<file path="config.mk">
export PLATFORM = sky130hd
export DESIGN_NAME = rcs_reset_clock_startup
export DESIGN_NICKNAME = d
export VERILOG_FILES = /design/src/rcs_pkg.sv /design/src/rcs_reset_clock_startup.sv
export SDC_FILE = /design/constraint.sdc
export NUM_CORES = 1
export LEC_CHECK = 0
export BUFFER_PORTS_ARGS = -buffer_cell sky130_fd_sc_hd__buf_2
export CAP_MARGIN = 40
export CORE_MARGIN = 10
export CORE_UTILIZATION = 50
export CTS_BUF_LIST = sky130_fd_sc_hd__clkbuf_2 sky130_fd_sc_hd__clkbuf_4 sky130_fd_sc_hd__clkbuf_8
export CTS_CLUSTER_SIZE = 20
export DETAILED_ROUTE_END_ITERATION = 8
export PLACE_DENSITY = 0.88
export SETUP_SLACK_MARGIN = 0.05
export SLEW_MARGIN = 20
export SYNTH_ARGS = -nofsm -noshare
export SYNTH_HDL_FRONTEND = slang
export SYNTH_SLANG_ARGS = --single-unit
export TNS_END_PERCENT = 1
</file>
<file path="constraint.sdc">
create_clock -name clk -period 2.35 [get_ports clk]
set_input_delay 0.705 -clock clk [delete_from_list [all_inputs] [get_ports clk]]
set_output_delay 0.705 -clock clk [all_outputs]
set_load 0.02 [all_outputs]
</file>
<file path="src/rcs_pkg.sv">
// Purpose: shared constants and types for the reset and clock start-up block
// Assumes: one 10 MHz system clock, synchronous active-high reset
// Notes: oscillator figures are nominal and only describe the sources
package rcs_pkg;
  localparam int FAST_INT_OSC_HZ = 16000000;
  localparam int SLOW_INT_OSC_HZ = 38000;
  localparam int FAST_EXT_OSC_MAX_HZ = 16000000;
  localparam int SLOW_EXT_OSC_HZ = 32768;
  localparam int CORE_CLK_HZ = 2000000;
  localparam logic [3:0] STARTUP_DIV = 4'h8;
  localparam logic [2:0] DIV_LAST = 3'h7;
  localparam logic [1:0] RST_HOLD_CYCLES = 2'h3;
  localparam int CLK_HZ = 10000000;
  localparam int CLK_PERIOD_NS = 100;

  typedef enum logic [1:0] {
    RCS_CLK_FAST_INT = 2'h0,
    RCS_CLK_SLOW_INT = 2'h1,
    RCS_CLK_FAST_EXT = 2'h2,
    RCS_CLK_SLOW_EXT = 2'h3
  } rcs_clk_src_t;

  typedef enum logic [1:0] {
    RCS_ST_RESET = 2'b00,
    RCS_ST_RELEASE = 2'b01,
    RCS_ST_RUN = 2'b11
  } rcs_state_t;

  typedef struct packed {
    logic watchdogIndep;
    logic watchdogWindow;
    logic softwareReq;
    logic debugReq;
    logic illegalOp;
  } rcs_rst_src_t;

  typedef struct packed {
    logic fastExtEnable;
    logic slowExtEnable;
    logic slowExtBypass;
  } rcs_osc_cfg_t;
endpackage : rcs_pkg

</file>
<file path="src/rcs_reset_clock_startup.sv">
// Purpose: reset gathering, start-up clock selection and oscillator pin sharing
// Assumes: all inputs synchronous to clk; supply detector gives level flags
// Notes: core clock enable is a strobe, not a generated clock
//
// Function
// RL1: after any reset the core runs from the fast internal oscillator divided by eight, 2 MHz.
// RL2: two internal sources exist, a 16 MHz fast and a roughly 38 kHz slow oscillator.
// RL3: no external reset pin exists, the first reset comes from power-on detection only.
// RL4: reset is held during power-up until the supply reaches the brown-out monitoring level.
// RL5: independent watchdog expiry or window watchdog fault gives a full reset.
// RL6: software can request a full device reset.
// RL7: a debug probe on the single-wire line can request a full reset through the debug module.
// RL8: a fetched byte that is neither a valid opcode nor a prefix causes reset.
// RL9: any internal reset aborts a running debug-line session, and the probe reconnects.
// RL10: the probe must attach while code runs, since no reset pin allows attach under reset.
// RL11: with a bootloader present, an empty program memory makes the device run the bootloader.
// RL12: one variant accepts a fast external clock up to 16 MHz and a 32.768 kHz slow external clock.
// RL13: both external clocks may run together only with the slow one in bypass from its input pin.
// RL14: an unused external oscillator frees its pins as general-purpose I/O.
// RL15: reset is also raised when the supply drops below the brown-out level, with hysteresis.
// RL16: all sources merge into one system reset released synchronously once all have deasserted.
`timescale 1ns/1ps
`default_nettype none
module rcs_reset_clock_startup
  import rcs_pkg::*;
#(
  parameter bit HAS_EXT_OSC = 1'b1,
  parameter bit HAS_BOOTLOADER = 1'b1
) (
  input wire logic clk,
  input wire logic rst,
  input wire logic clkEn,
  input wire logic supplyAboveRise,
  input wire logic supplyAboveFall,
  input wire rcs_rst_src_t rstReq,
  input wire logic progMemEmpty,
  input wire logic debugSessionActive,
  input wire logic clkSwitchReq,
  input wire rcs_clk_src_t clkSwitchSel,
  input wire rcs_osc_cfg_t oscCfg,
  output logic sysRst,
  output logic coreClkEn,
  output rcs_clk_src_t coreClkSel,
  output logic fastIntOscOn,
  output logic slowIntOscOn,
  output logic fastExtOscOn,
  output logic slowExtOscOn,
  output logic fastOscPinIsGpio,
  output logic slowOscInPinIsGpio,
  output logic slowOscOutPinIsGpio,
  output logic bootFromLoader,
  output logic debugAbort
);
  rcs_state_t state_q, state_d;
  logic supplyOk_q, supplyOk_d;
  logic [1:0] hold_q, hold_d;
  logic [2:0] div_q, div_d;
  logic coreClkEn_q, coreClkEn_d;
  rcs_clk_src_t sel_q, sel_d;
  logic boot_q, boot_d;
  logic abort_q, abort_d;
  logic fastExt_q, fastExt_d, slowExt_q, slowExt_d;
  logic anyReq;

  // hysteresis: rise above the upper level to leave reset, fall below the lower to enter
  always_comb begin
    supplyOk_d = supplyOk_q;
    if (!supplyAboveFall) begin
      supplyOk_d = 1'b0; // [RL15]
    end else if (supplyAboveRise) begin
      supplyOk_d = 1'b1; // [RL4]
    end
  end

  // internal sources only; there is no pin to merge in [RL3]
  assign anyReq = !supplyOk_q || (|rstReq); // [RL5] [RL6] [RL7] [RL8]

  always_comb begin
    state_d = state_q;
    hold_d = hold_q;
    case (state_q)
      RCS_ST_RESET: begin
        hold_d = '0;
        if (!anyReq) begin
          state_d = RCS_ST_RELEASE;
        end
      end
      RCS_ST_RELEASE: begin
        // a few quiet cycles filter a source that bounces on release [RL16]
        if (anyReq) begin
          state_d = RCS_ST_RESET;
        end else if (hold_q == RST_HOLD_CYCLES) begin
          state_d = RCS_ST_RUN;
        end else begin
          hold_d = hold_q + 2'h1;
        end
      end
      RCS_ST_RUN: begin
        if (anyReq) begin
          state_d = RCS_ST_RESET;
        end
      end
      default: begin
        state_d = RCS_ST_RESET;
      end
    endcase
  end

  always_comb begin
    sel_d = sel_q;
    div_d = div_q + 3'h1;
    coreClkEn_d = 1'b0;
    boot_d = boot_q;
    fastExt_d = fastExt_q;
    slowExt_d = slowExt_q;
    abort_d = 1'b0;
    if (state_q != RCS_ST_RUN) begin
      sel_d = RCS_CLK_FAST_INT; // [RL1]
      div_d = '0;
      fastExt_d = 1'b0;
      slowExt_d = 1'b0;
      abort_d = debugSessionActive; // [RL9]
      boot_d = HAS_BOOTLOADER && progMemEmpty; // [RL11]
    end else begin
      // one strobe every eight enabled clk cycles, whichever source is selected [RL1]
      coreClkEn_d = (div_q == DIV_LAST);
      if (HAS_EXT_OSC) begin
        fastExt_d = oscCfg.fastExtEnable; // [RL12]
        // shared pin: slow crystal mode loses to the fast external oscillator [RL13]
        slowExt_d = oscCfg.slowExtEnable && (!oscCfg.fastExtEnable || oscCfg.slowExtBypass);
      end
      if (clkSwitchReq) begin
        case (clkSwitchSel)
          RCS_CLK_FAST_EXT: if (fastExt_q) sel_d = clkSwitchSel;
          RCS_CLK_SLOW_EXT: if (slowExt_q) sel_d = clkSwitchSel;
          default: sel_d = clkSwitchSel; // [RL2]
        endcase
      end
    end
  end

  always_ff @(posedge clk) begin
    if (rst) begin
      state_q <= RCS_ST_RESET;
      supplyOk_q <= 1'b0;
      hold_q <= '0;
      div_q <= '0;
      coreClkEn_q <= 1'b0;
      sel_q <= RCS_CLK_FAST_INT;
      boot_q <= 1'b0;
      abort_q <= 1'b0;
      fastExt_q <= 1'b0;
      slowExt_q <= 1'b0;
      sysRst <= 1'b1;
      fastIntOscOn <= 1'b1;
      slowIntOscOn <= 1'b1;
      fastOscPinIsGpio <= 1'b1;
      slowOscInPinIsGpio <= 1'b1;
      slowOscOutPinIsGpio <= 1'b1;
    end else if (clkEn) begin
      state_q <= state_d;
      supplyOk_q <= supplyOk_d;
      hold_q <= hold_d;
      div_q <= div_d;
      coreClkEn_q <= coreClkEn_d;
      sel_q <= sel_d;
      boot_q <= boot_d;
      abort_q <= abort_d;
      fastExt_q <= fastExt_d;
      slowExt_q <= slowExt_d;
      sysRst <= (state_d != RCS_ST_RUN); // [RL16]
      fastIntOscOn <= 1'b1; // [RL2]
      slowIntOscOn <= 1'b1; // [RL2]
      // pins return to I/O when their oscillator is idle [RL14]
      fastOscPinIsGpio <= !fastExt_d && !(slowExt_d && !oscCfg.slowExtBypass);
      slowOscInPinIsGpio <= !slowExt_d;
      slowOscOutPinIsGpio <= !fastExt_d && !(slowExt_d && !oscCfg.slowExtBypass);
    end
  end

  assign coreClkEn = coreClkEn_q;
  assign coreClkSel = sel_q;
  assign fastExtOscOn = fastExt_q;
  assign slowExtOscOn = slowExt_q;
  assign bootFromLoader = boot_q;
  assign debugAbort = abort_q;
endmodule : rcs_reset_clock_startup
`default_nettype wire

</file>
* Word level (Yosys, flattened, before mapping)
Index checks and enable logic that the tools add are counted.
Storage, ports and cells: register bits 18, input bits 18, output and inout bits 13, word-level logic and storage cells 67
Cells by class: add/subtract/negate cells 2, eq/ne operators 13, multiplexer cells 20, reduce and logical (&&, ||, !) cells 19
Operator list (number):
- $mux 2 | 10
- $ne 2x2->1 const B | 5
- $eq 2x2->1 const B | 4
- $pmux 2 s2 | 2
- $reduce_and 4->1 | 2
- $logic_not 1->1 | 6
- $mux 1 | 6
- $ne 3x3->1 const B | 2
- $pmux 2 s3 | 1
- $reduce_or 5->1 | 1
- $reduce_and 2->1 | 2
- $reduce_bool 2->1 | 2
- $add 3x1->3 const B | 1
- $eq 3x3->1 const B | 1
- $logic_and 1x1->1 | 3
- $mux 3 | 1
- $add 2x1->2 const B | 1
- $eq 2x1->1 const B | 1
- $logic_not 2->1 | 1
- $logic_or 1x1->1 | 2

* Longest topological paths before layout
Gate-level depths: netlist (run 1).
word-level depth 7, gate-level depth with buffers 5, mapped depth without buffers 5

* Worst setup path before layout (run 1)
OpenSTA, ideal clock, no wires.
path type in2reg, from input rstReq[0] (netlist name), to register hold_q[0], arrival time 1768 ps, data required time 2276 ps, path slack 508 ps, cell stages on the path 4, cells stage by stage nor4_4 nand3b_2 or4b_1 a31oi_1
On the way: cells in the longest elaborated chain, start to end 4
Ends and longest elaborated chain:
- start, declared | RTL line rcs_reset_clock_startup.sv:35 | input wire rcs_rst_src_t rstReq,
- $reduce_or 5->1 | RTL line rcs_reset_clock_startup.sv:76 | assign anyReq = !supplyOk_q || (|rstReq);
- $logic_or 1x1->1 | RTL line rcs_reset_clock_startup.sv:76
- $ne 2x2->1 (no source line)
- $reduce_and 4->1 (no source line)
- end signal, assigned | RTL line rcs_reset_clock_startup.sv:163 | hold_q <= hold_d;
- end, declared | RTL line rcs_reset_clock_startup.sv:56 | logic [1:0] hold_q, hold_d;
Every way passes these cells. A chain may end at the register's enable or synchronous reset.

* Worst setup path in the final report (run 1)
Ends and elaborated chain as after synthesis.

==> impl_summary.md, run 1 <==
Clocking
The hold buffer count at CTS is 0. For the worst-skew pair, the clock arrives at the later sink with an insertion delay of 290 ps. Post-CTS timing repair inserted 0 buffers for setup. The maximum level of the CTS H-tree is 1.

In this run the deepest clock path goes through 2 buffers. For this design, the sink count on the clock tree is 18. The clock transition time at the flip-flop clock pins of the worst setup and hold paths is 110 ps. The clock tree from TritonCTS is yes. The total CTS buffers is 3. The quantity of gates resized following cts is 0. CTS placed an instance of clkbuf_4 at the clock tree root.

STA
The minimum period implied by the final worst setup slack is 1750 ps. The maximum achievable frequency is 0.572 GHz. The worst clock skew on the final layout is 5.84 ps.

The post-route clock period utilization is 0.744. The total count of hold-check failures in the final report is 0. For the final routed database, the setup TNS stands at 0 ps. The number of setup violations in the final report is 0. Setup repair after global routing left no endpoint under its margin. The max-slew violation total from the final report is 0.

Setup path
In this run the worst path has a maximum fanout of 7. Setup slack on the worst reg-to-reg path comes out at 920 ps. The depth of the worst register-to-register path is 5.

STA classifies the critical path endpoint as a flop. Tracing the worst setup path back leads to its startpoint at rstReq[0]. The startpoint identified for the worst register-to-register timing path is hold_q[0]$_SDFFE_PP0P_. The required time at the worst-slack endpoint is 2570 ps. The worst reg2reg path endpoint is hold_q[0]$_SDFFE_PP0P_. The worst path arrival time is 1960 ps. The critical path endpoint is hold_q[0]$_SDFFE_PP0P_. The worst setup path is of the primary input to flop kind.

The kind of launch point of the worst setup path is a primary input.

Cells and area
Summing all flip-flop and latch instances after layout gives 360 sq um. In the final layout, the share of cells above drive strength 1 is 0.294. The post-route standard cell area excluding fillers is 1000 sq um. 0 antenna diodes ended up in the layout. The final instance count without filler cells is 142. The area growth from synthesis to final layout is 18.2%. The total area of multi-input combinational cells is 424 sq um. The fill cell instance count of the final layout is 136. The final layout contains 148 nets.

Global routing
The via count of the first global-routing pass is 720. The total global-route track usage is 0.104. The number of antenna violations at the first check in global routing is 0. For this run the aggregate overflow at the end of global routing stands at 0.

The first global-routing pass estimated 3.07 mm of wire. Entering global routing, the biggest net connects 19 pins.

Placed design
The HPWL after detailed placement is 1.48 mm. The number of placed instances, taps included, is 138. Summing all placed instances gives a cell area of 963 sq um. The congestion estimate from routability-driven global placement came to 0.796. In this run the tool buffered the top-level ports with 28 buffer cells.

Synth
The synthesized design contains 0 enable-type register cells. After synthesis, the share of flip-flops with an asynchronous set or reset is 0. The post-synthesis instance area is 846 sq um.

After technology mapping, the gate count stands at 102. The synthesis-stage register bit count is 18. The average cell area after synthesis is 8.29 sq um.

Yosys mapped the design onto 33 distinct sky130hd cell types. In the synthesized netlist the dominant register cell turns out to be dfxtp_1. Of the synthesized area, sequential elements account for 0.426.

During synthesis, Yosys emitted a total of 0 warnings.

Floorplanning
The initial utilization of the core area, before any placement, comes to 0.543. In this run the standard cell core region covers 1560 sq um. The floorplan step set the die width to 61.1 um. The die is 61.1 um tall. The die covers 3740 sq um. For this design the top-level I/O count stands at 31. The floorplan row count is 14.

Detailed routing
For this block, the initial DRC count from the detailed router was 27. The count of nets left with antenna violations once routing finished came out at 0. After detailed routing, the number of remaining DRC violations is 0. The number of vias in the routed layout is 786. After detailed routing, the number of vias per cell comes to 5.54.

The first-pass iteration count of the detailed router is 6. Dividing the detail-routed wire length by the instance count gives 13.5 um. The routed design has 1.91 mm of wire.

Outcome
The run finished with clean final reports.

Power and ir drop
In this run the static leakage power is 0.429 nW. IR analysis of the VDD net gives a maximum drop of 0.273 mV. The areal power density over the cells is 550 nW/um^2.

Run
The number of max-cap violations is 0.

Worst hold path
The worst min-delay path class is flop to flop.
## Yosys cell counts (all sizes together), types with 3 or more instances
cell type  number  area [sq um]
nor3            3          15.0
nand2          13          48.8
inv             5          18.8
ha              3          37.5
nor2            4          15.0
nand3          10          50.1
o21ai           3          15.0
a21oi          11          55.1
buf             6          35.0
nand2b          4          25.0
dfxtp          18           360
clkbuf          3          11.3
## metal layers
metal / vias to the layer above / global-route usage / part of all wire
met5: - / 0 / 0
met4: 0 / 0.0391 / 0.0031
met3: 2 / 0.0535 / 0.12
met2: 26 / 0.164 / 0.45
met1: 359 / 0.118 / 0.42
li1: 399 / - / -
## state kept, by name, summed over array words and instances, names as in the netlist
register / count
fastExtOscOn: 1
div_q: 3
sysRst: 1
supplyOk_q: 1
state_q: 2
slowExtOscOn: 1
debugAbort: 1
coreClkSel: 2
slowOscInPinIsGpio: 1
slowOscOutPinIsGpio: 1
hold_q: 2
coreClkEn: 1
bootFromLoader: 1
## final cells by class
cell class,instances,share of cell area
flip-flops and latches,18,0.360
clock buffers,4,0.0363
multi-input cells,71,0.424
inverters,5,0.0188
well taps,16,0.0200
repair buffers,28,0.140
## worst max-delay path, cell delays in order
cell and delay [ps]:
buf_2 110, nor4_4 270, nand3b_2 180, or4b_1 530, a31oi_1 180
## metrics by stage
stage          total power [W]  utilization  hold slack (ps)  worst slack, ps
2_1_floorplan         0.000349            -              445              508
3_3_place_gp          0.000367        0.618              432              345
3_5_place_dp          0.000369        0.618              451              280
4_1_cts               0.000555        0.641              467              601
5_1_grt               0.000572        0.641              486              499
6_report              0.000550        0.641              470              602
## report_power, final
| group | internal (W) | leakage [nW] | switching (W) | total [W] |
|---|---|---|---|---|
| logic | 0.0000198 | 0.262 | 0.0000310 | 0.0000509 |
| registers | 0.000309 | 0.146 | 0.00000252 | 0.000311 |
| clock network | 0.0000942 | 0.0210 | 0.0000938 | 0.000188 |
## cell families after synthesis
group | after synthesis | synth area share
multiplexers | 1 | 0.0133
flip-flops | 18 | 0.426
buffers and inverters | 14 | 0.0769
AND/OR/NAND/NOR | 41 | 0.265
other | 1 | 0.00443
AO/OA/AOI/OAI | 24 | 0.170
adder cells (fa/ha/maj) | 3 | 0.0444
## worst min path at each step
stage,startpoint,depth (start not counted),endpoint
2_1_floorplan,div_q[1]$_SDFFE_PP0P_,2,div_q[1]$_SDFFE_PP0P_
3_3_place_gp,coreClkSel[1]$_SDFFE_PP0P_,2,coreClkSel[1]$_SDFFE_PP0P_
3_5_place_dp,debugAbort$_SDFFE_PP0P_,2,debugAbort$_SDFFE_PP0P_
4_1_cts,debugAbort$_SDFFE_PP0P_,2,debugAbort$_SDFFE_PP0P_
5_1_grt,debugAbort$_SDFFE_PP0P_,2,debugAbort$_SDFFE_PP0P_
6_report,debugAbort$_SDFFE_PP0P_,2,debugAbort$_SDFFE_PP0P_
## placed cells by master (no fill, tap or decap), drive strengths merged, types with 2 or more instances in the layout
master  Yosys  layout
nand2b      4       4
clkbuf      3       4
nand3      10      10
conb        1       2
nor3        3       3
buf         6      28
nor2        4       4
a21oi      11      11
a31oi       2       2
ha          3       3
dfxtp      18      18
nor2b       2       2
inv         5       5
o21ai       3       3
nand2      13      13
o22ai       2       2
(Power assumes the default switching activity.)
==> inputs of run 2 (changes only) <==
clock period = 1.7 ns   (was 2.35 ns; I/O delays follow)
==> run 2 against run 1 <==
- clock skew increased by 0.65 ps
- die area is the same
- highest routed layer unchanged
- worst hold slack got worse by 19 ps
- clock power grew 36%
- sequential power up 38%
==> impl_summary.md, run 2 (synthesis results as in run 1) <==
Setup path
The kind of launch point of the worst setup path is a primary input. For this run, the slowest stage of the critical path takes 510 ps. The startpoint identified for the worst register-to-register timing path is hold_q[0]$_SDFFE_PP0P_. The worst reg2reg path endpoint is hold_q[0]$_SDFFE_PP0P_. STA classifies the critical path endpoint as a flop. Of all nets on the critical path, the largest fanout is 3.

The setup check on the worst reg-to-reg path leaves a slack of 240 ps. The depth of the worst register-to-register path is 5. The worst setup path is of the primary input to flop kind. The worst path arrival time is 1710 ps. The largest individual stage delay along the critical path comes from the cell or4b_1. Data on the critical path is required at its endpoint by 1920 ps.

Walking the worst path, the cells encountered are buf_2 -> nor4_4 -> nand3b_2 -> or4b_1 -> a31oi_1.

Power and ir drop
In this run the power spent charging and discharging nets is 0.000172 W. For this design the ratio of total power to cell area is 747 nW/um^2. The maximum resistive drop on vdd is 0.493 mV.

The power consumption is 0.000758 W. The cell-internal power is 0.000586 W. For this design the static power due to leakage is 0.438 nW. The part of the total power dissipated in combinational logic is 0.095. Of the total power, the share spent switching nets is 0.227. The share of total power dissipated in sequential elements is 0.568. Of the total power, the clock network draws 0.337.

Cells and area
From synthesis to final layout, the design area changed by 20.0%. The register with the most flip-flops is div_q. Excluding fillers, the count of instances in the completed layout stands at 144. The library cell used most frequently in the layout, excluding fill and tap cells, is buf_2.

The fraction of final layout cells sized beyond drive strength 1 is 0.305. The post-route standard cell area excluding fillers is 1010 sq um. For this run, the share of the core covered by cells in the final layout is 0.651. The number of nets in the finished design is 150.

The top cell types in the final layout, fill and taps aside, are buf_2, dfxtp_1, nand2_1. The number of antenna cells inserted is 0. The number of flip-flops under the largest register name is 3.

Detailed routing
After the first detailed-routing iteration, the DRC count stood at 4. The first detailed-routing pass took 4 iterations. In the final routed layout, each cell accounts on average for 13.3 um. The number of vias in the routed layout is 777.

The count of nets left with antenna violations once routing finished came out at 0. The number of DRC violations after detailed routing is 0. The via density per instance is 5.40. Summed over all layers, the routed wires come to 1.91 mm.

Global routing
Across every metal layer, demand over resource in global routing totals 0.107. The number of antenna violations at the first check in global routing is 0. The first-pass GRT wire length is 3.17 mm. The via count of the first global-routing pass is 740. Summed over all layers, the global routing overflow is 0. Entering global routing, the biggest net connects 19 pins.

Clocking
The hold buffer count at CTS is 0. The root buffer selected by CTS is clkbuf_4. The total number of clock tree sinks is 18.

The latest clock arrival within the worst-skew pair is 280 ps. CTS built an H-tree with a depth of 1. The clock transition time at the flip-flop clock pins of the worst setup and hold paths is 100 ps. In this run, post-CTS repair resized a total of 0 instances. The total setup buffers inserted after CTS is 0.

The total CTS buffers is 3. The clock tree from TritonCTS is yes. The clock passes through at most 2 buffers.

Floorplanning
The full die area is 3740 sq um. The total area inside the core boundary comes to 1560 sq um. During I/O placement, the number of pins put on the boundary was 31.

In this run the core area contains 14 standard-cell rows. For this configuration, the core starts out at a cell density of 0.543. The chip width is 61.1 um. The die span in y is 61.1 um.

Placed design
Detailed placement ended at an HPWL of 1.49 mm. Once placement finished, the instance area stood at 978 sq um. At the end of routability-driven placement, the weighted congestion stood at 0.728. The total instance count after detailed placement is 140. During placement, the flow inserted port buffers numbering 28.

STA
The minimum period implied by the final worst setup slack is 1490 ps. The max-slew violation total from the final report is 0. Setup repair after global routing left no endpoint under its margin. The total count of hold-check failures in the final report is 0.

The number of setup violations in the final report is 0. The worst clock skew on the final layout is 6.49 ps. Timing would allow up to 0.669 GHz. Dividing the final minimum period by the clock period gives 0.879.

Worst hold path
The worst hold path cell count is 2. The worst min-delay path class is flop to flop. In this run the most critical hold path is launched from coreClkSel[1]$_SDFFE_PP0P_. The sink of the worst hold path is coreClkSel[1]$_SDFFE_PP0P_.

Run
The number of max-cap violations is 0.

Outcome
The run finished with clean final reports.
-- run 2: cell types whose count changed in the layout (fill, tap and decap cells not counted) --
cell   before  now
buf_4       0    2
-- run 2: how the worst max path moves through the flow --
stage / end / depth (start not counted) / from / slack [ps]
after floorplan: hold_q[0]$_SDFFE_PP0P_ / 4 / rstReq[0] / 50
after global placement: hold_q[0]$_SDFFE_PP0P_ / 5 / rstReq[0] / -30
after detailed placement: hold_q[0]$_SDFFE_PP0P_ / 5 / rstReq[0] / -90
after CTS: hold_q[0]$_SDFFE_PP0P_ / 5 / rstReq[0] / 200
after global routing: hold_q[0]$_SDFFE_PP0P_ / 5 / rstReq[0] / 140
final: hold_q[0]$_SDFFE_PP0P_ / 5 / rstReq[0] / 210
-- run 2: routing by layer --
metal  GRT usage  up-vias  share of wire
met2       0.172       26           0.44
li1            -      403              -
met4      0.0293        0         0.0063
met3      0.0391        2          0.080
met1       0.130      346           0.47
met5           0        -              0
-- run 2: cell type report --
| type | instances | area, sq um |
|---|---|---|
| flip-flops and latches | 18 | 360 |
| multi-input cells | 71 | 424 |
| clock buffers | 4 | 36.3 |
| fillers | 138 | 544 |
| repair buffers | 30 | 155 |
| inverters | 5 | 18.8 |
| well taps | 16 | 20.0 |
-- run 2: power groups by stage --
stage	Combinational [W]	Clock [W]	Sequential (W)
2_1_floorplan	0.0000401	0	0.000442
3_3_place_gp	0.0000703	0	0.000439
3_5_place_dp	0.0000722	0	0.000440
4_1_cts	0.0000724	0.000264	0.000430
5_1_grt	0.0000798	0.000284	0.000431
6_report	0.0000721	0.000255	0.000430
-- run 2: through the flow --
stage | hold WS [ps] | TNS (ps) | setup slack (ps)
floorplan | 445 | 0 | 52.8
global placement | 432 | -25.1 | -25.1
detailed placement | 443 | -92.1 | -92.1
CTS | 458 | 0 | 200
global route | 477 | 0 | 143
finish | 451 | 0 | 205
-- run 2: worst max-delay path, delay by kind of cell --
family	cells	cell delay, ps
AO/OA/AOI/OAI	1	190
buffers and inverters	1	110
AND/OR/NAND/NOR	3	900
==> inputs of run 3 (changes only) <==
BUFFER_PORTS_ARGS = -buffer_cell sky130_fd_sc_hd__buf_4   (was -buffer_cell sky130_fd_sc_hd__buf_2)
CORE_UTILIZATION = 30   (was 50)
PLACE_DENSITY = 0.6   (was 0.88)
==> run 3 against run 2 <==
- worst setup slack better by 26 ps
- highest routed layer unchanged
- register-to-register slack better by 20 ps
- largest cell class unchanged
- clock power up 2%
- combinational power up 18%
==> impl_summary.md, run 3 (synthesis results as in run 1) <==
Cells and area
Counting flops per register, the top entry is div_q. The number of nets in the finished design is 150. 0 antenna diodes ended up in the layout.

The commonest non-fill, non-tap cell in the layout is buf_4. In the layout the commonest cells are buf_4, dfxtp_1, nand2_1. The post-route standard cell area excluding fillers is 1100 sq um. The register with the most flip-flops in the layout has 3 of them. The fraction of final layout cells sized beyond drive strength 1 is 0.305.

Compared with the post-synthesis result, the final layout area differs by 30.5%. The share of the core filled with cells is 0.404.

Worst hold path
The worst hold path cell count is 2. In this run the most critical hold path is launched from coreClkSel[1]$_SDFFE_PP0P_. The sink of the worst hold path is coreClkSel[1]$_SDFFE_PP0P_.

The worst hold path belongs to the class flop to flop.

STA
The worst path meets setup with 231 ps of slack. The total negative setup slack is 0 ps. The minimum period implied by the final worst setup slack is 1470 ps. On the final layout, the worst clock skew is 1.52 ps. The maximum achievable frequency is 0.681 GHz. Setup repair after global routing left no endpoint under its margin. The tightest hold margin is 453 ps. The total count of hold-check failures in the final report is 0.

Setup violations remaining at the end of the flow were counted as 0. The post-route clock period utilization is 0.864. The max-slew violation total from the final report was 0.

Power and ir drop
Summed over all nets, the switching power comes to 0.000176 W. Cell internal power was estimated by the tool at 0.000598 W. The share of total power dissipated in sequential elements is 0.555. The switching share of power is 0.227. The part of the total power dissipated in combinational logic is 0.110. The analysis attributes to cell leakage a power of 0.460 nW.

Of the total power, the clock network draws 0.335. The maximum resistive drop on vdd is 0.274 mV. The areal power density over the cells is 702 nW/um^2.

Floorplanning
The chip width is 73.1 um. The effective utilization at floorplan is 0.309. The floorplan step defined a die boundary enclosing 5340 sq um. Row generation in the floorplan step produced 19 rows. The total I/O pin count is 31. The die span in y is 73.1 um. The placeable core region is 2730 sq um.

Clocking
No sink is reached through more buffers than the 2 on the longest clock path. After clock tree synthesis, the clock-pin slew on the worst setup and hold paths is 100 ps. The quantity of gates resized following cts is 0. The total setup buffers inserted after CTS is 0. The number of clock buffers added by TritonCTS is 3. At the later pin of the worst-skew pair, clock insertion delay measures 290 ps. TritonCTS built the clock tree. The total number of clock tree sinks is 18. The root buffer cell chosen for the clock tree is clkbuf_4. The hold buffer count at CTS is 0.

The maximum level of the CTS H-tree is 1.

Placed design
The placed cell area is 1070 sq um. The post-place setup slack is -98.9 ps. The count of buffers from port buffering is 28. The HPWL after detailed placement is 1.58 mm.

The last weighted congestion value of the routability-driven placer is 0.794.

Global routing
The first-pass GRT wire length is 3.46 mm. Entering global routing, the biggest net connects 19 pins. The via count of the first global-routing pass was 794. In the global route stage, overall resource usage came out at 0.0795.

The number of antenna violations at the first check in global routing is 0. The total overflow left after global routing is 0.

Setup path
The endpoint class of the critical path is a flop. The critical path is of the primary input to flop type. For the worst setup path, the data required time is 1920 ps. The delay contributed by the slowest stage of the critical path is 510 ps. Data arrives at the worst endpoint at 1690 ps.

STA classifies the critical path startpoint as a primary input. The worst reg2reg path endpoint is hold_q[0]$_SDFFE_PP0P_. Measured in cells, the most critical reg-to-reg path has a length of 5. The master of the slowest instance on the critical path is or4b_1.

The startpoint identified for the worst register-to-register timing path is hold_q[0]$_SDFFE_PP0P_. Walking the worst path, the cells encountered are buf_4 -> nor4_4 -> nand3b_2 -> or4b_1 -> a31oi_1. The worst register-to-register path has a setup slack of 260 ps. Along the worst path, the maximum fanout reaches 3.

Detailed routing
For this block, the routed nets add up to 2.03 mm of wire. After detailed routing, the average wire length per cell comes to 12.8 um. The number of DRC violations after detailed routing is 0.

The first-pass iteration count of the detailed router is 4. After detailed routing, the number of vias per cell comes to 4.91. In this run the remaining antenna-violating nets after routing total 0.

Detailed routing inserted a total of 781 vias. For this block, the initial DRC count from the detailed router was 25.

Outcome
The run finished with clean final reports.

Run
Across the run, the number of max-cap violations was 0.
[run 3: cell types whose count changed in the layout (fill, tap and decap cells not counted)]
cell   change
buf_2     -28
buf_4     +28
[run 3: area by class of cell]
cell class | count | area, sq um
Tap cell | 31 | 38.8
Inverter | 5 | 18.8
Timing Repair Buffer | 30 | 225
Clock buffer | 4 | 36.3
Fill cell | 276 | 1630
Sequential cell | 18 | 360
Multi-Input combinational cell | 71 | 424
[run 3: stage by stage]
step           instances  total power [W]
2_1_floorplan        103         0.000483
3_3_place_gp         155         0.000524
3_5_place_dp         155         0.000525
4_1_cts              159         0.000788
5_1_grt              159         0.000821
6_report             159         0.000775
[run 3: worst max-delay path: cells and delay by family]
family | cells | cell delay, ps
simple gates | 3 | 890
buf+inv | 1 | 120
compound gates | 1 | 170
[run 3: worst max-delay path by stage]
stage                                      start                endpoint  slack, ps  cells past startpoint
final                                  rstReq[0]  hold_q[0]$_SDFFE_PP0P_        230                      5
after global routing      hold_q[0]$_SDFFE_PP0P_  hold_q[0]$_SDFFE_PP0P_        160                      5
after CTS                              rstReq[0]  hold_q[0]$_SDFFE_PP0P_        230                      5
after detailed placement               rstReq[0]  hold_q[0]$_SDFFE_PP0P_       -100                      5
after global placement                 rstReq[0]  hold_q[0]$_SDFFE_PP0P_        -30                      5
after floorplan                        rstReq[0]  hold_q[0]$_SDFFE_PP0P_         50                      4
[run 3: layer usage]
layer,global-route usage,part of all wire,wire (um),vias up
met5,0,0,0,-
met3,0.0381,0.094,190,4
li1,-,-,-,400
met4,0.0316,0.015,31,0
met1,0.0751,0.39,792,360
met2,0.143,0.50,1020,17
[run 3: power by group through the flow]
stage / Clock (W) / Sequential [W] / Combinational [W]
global route: 0.000295 / 0.000431 / 0.0000941
finish: 0.000260 / 0.000430 / 0.0000849
global placement: 0 / 0.000440 / 0.0000845
floorplan: 0 / 0.000442 / 0.0000401
CTS: 0.000272 / 0.000430 / 0.0000859
detailed placement: 0 / 0.000440 / 0.0000855
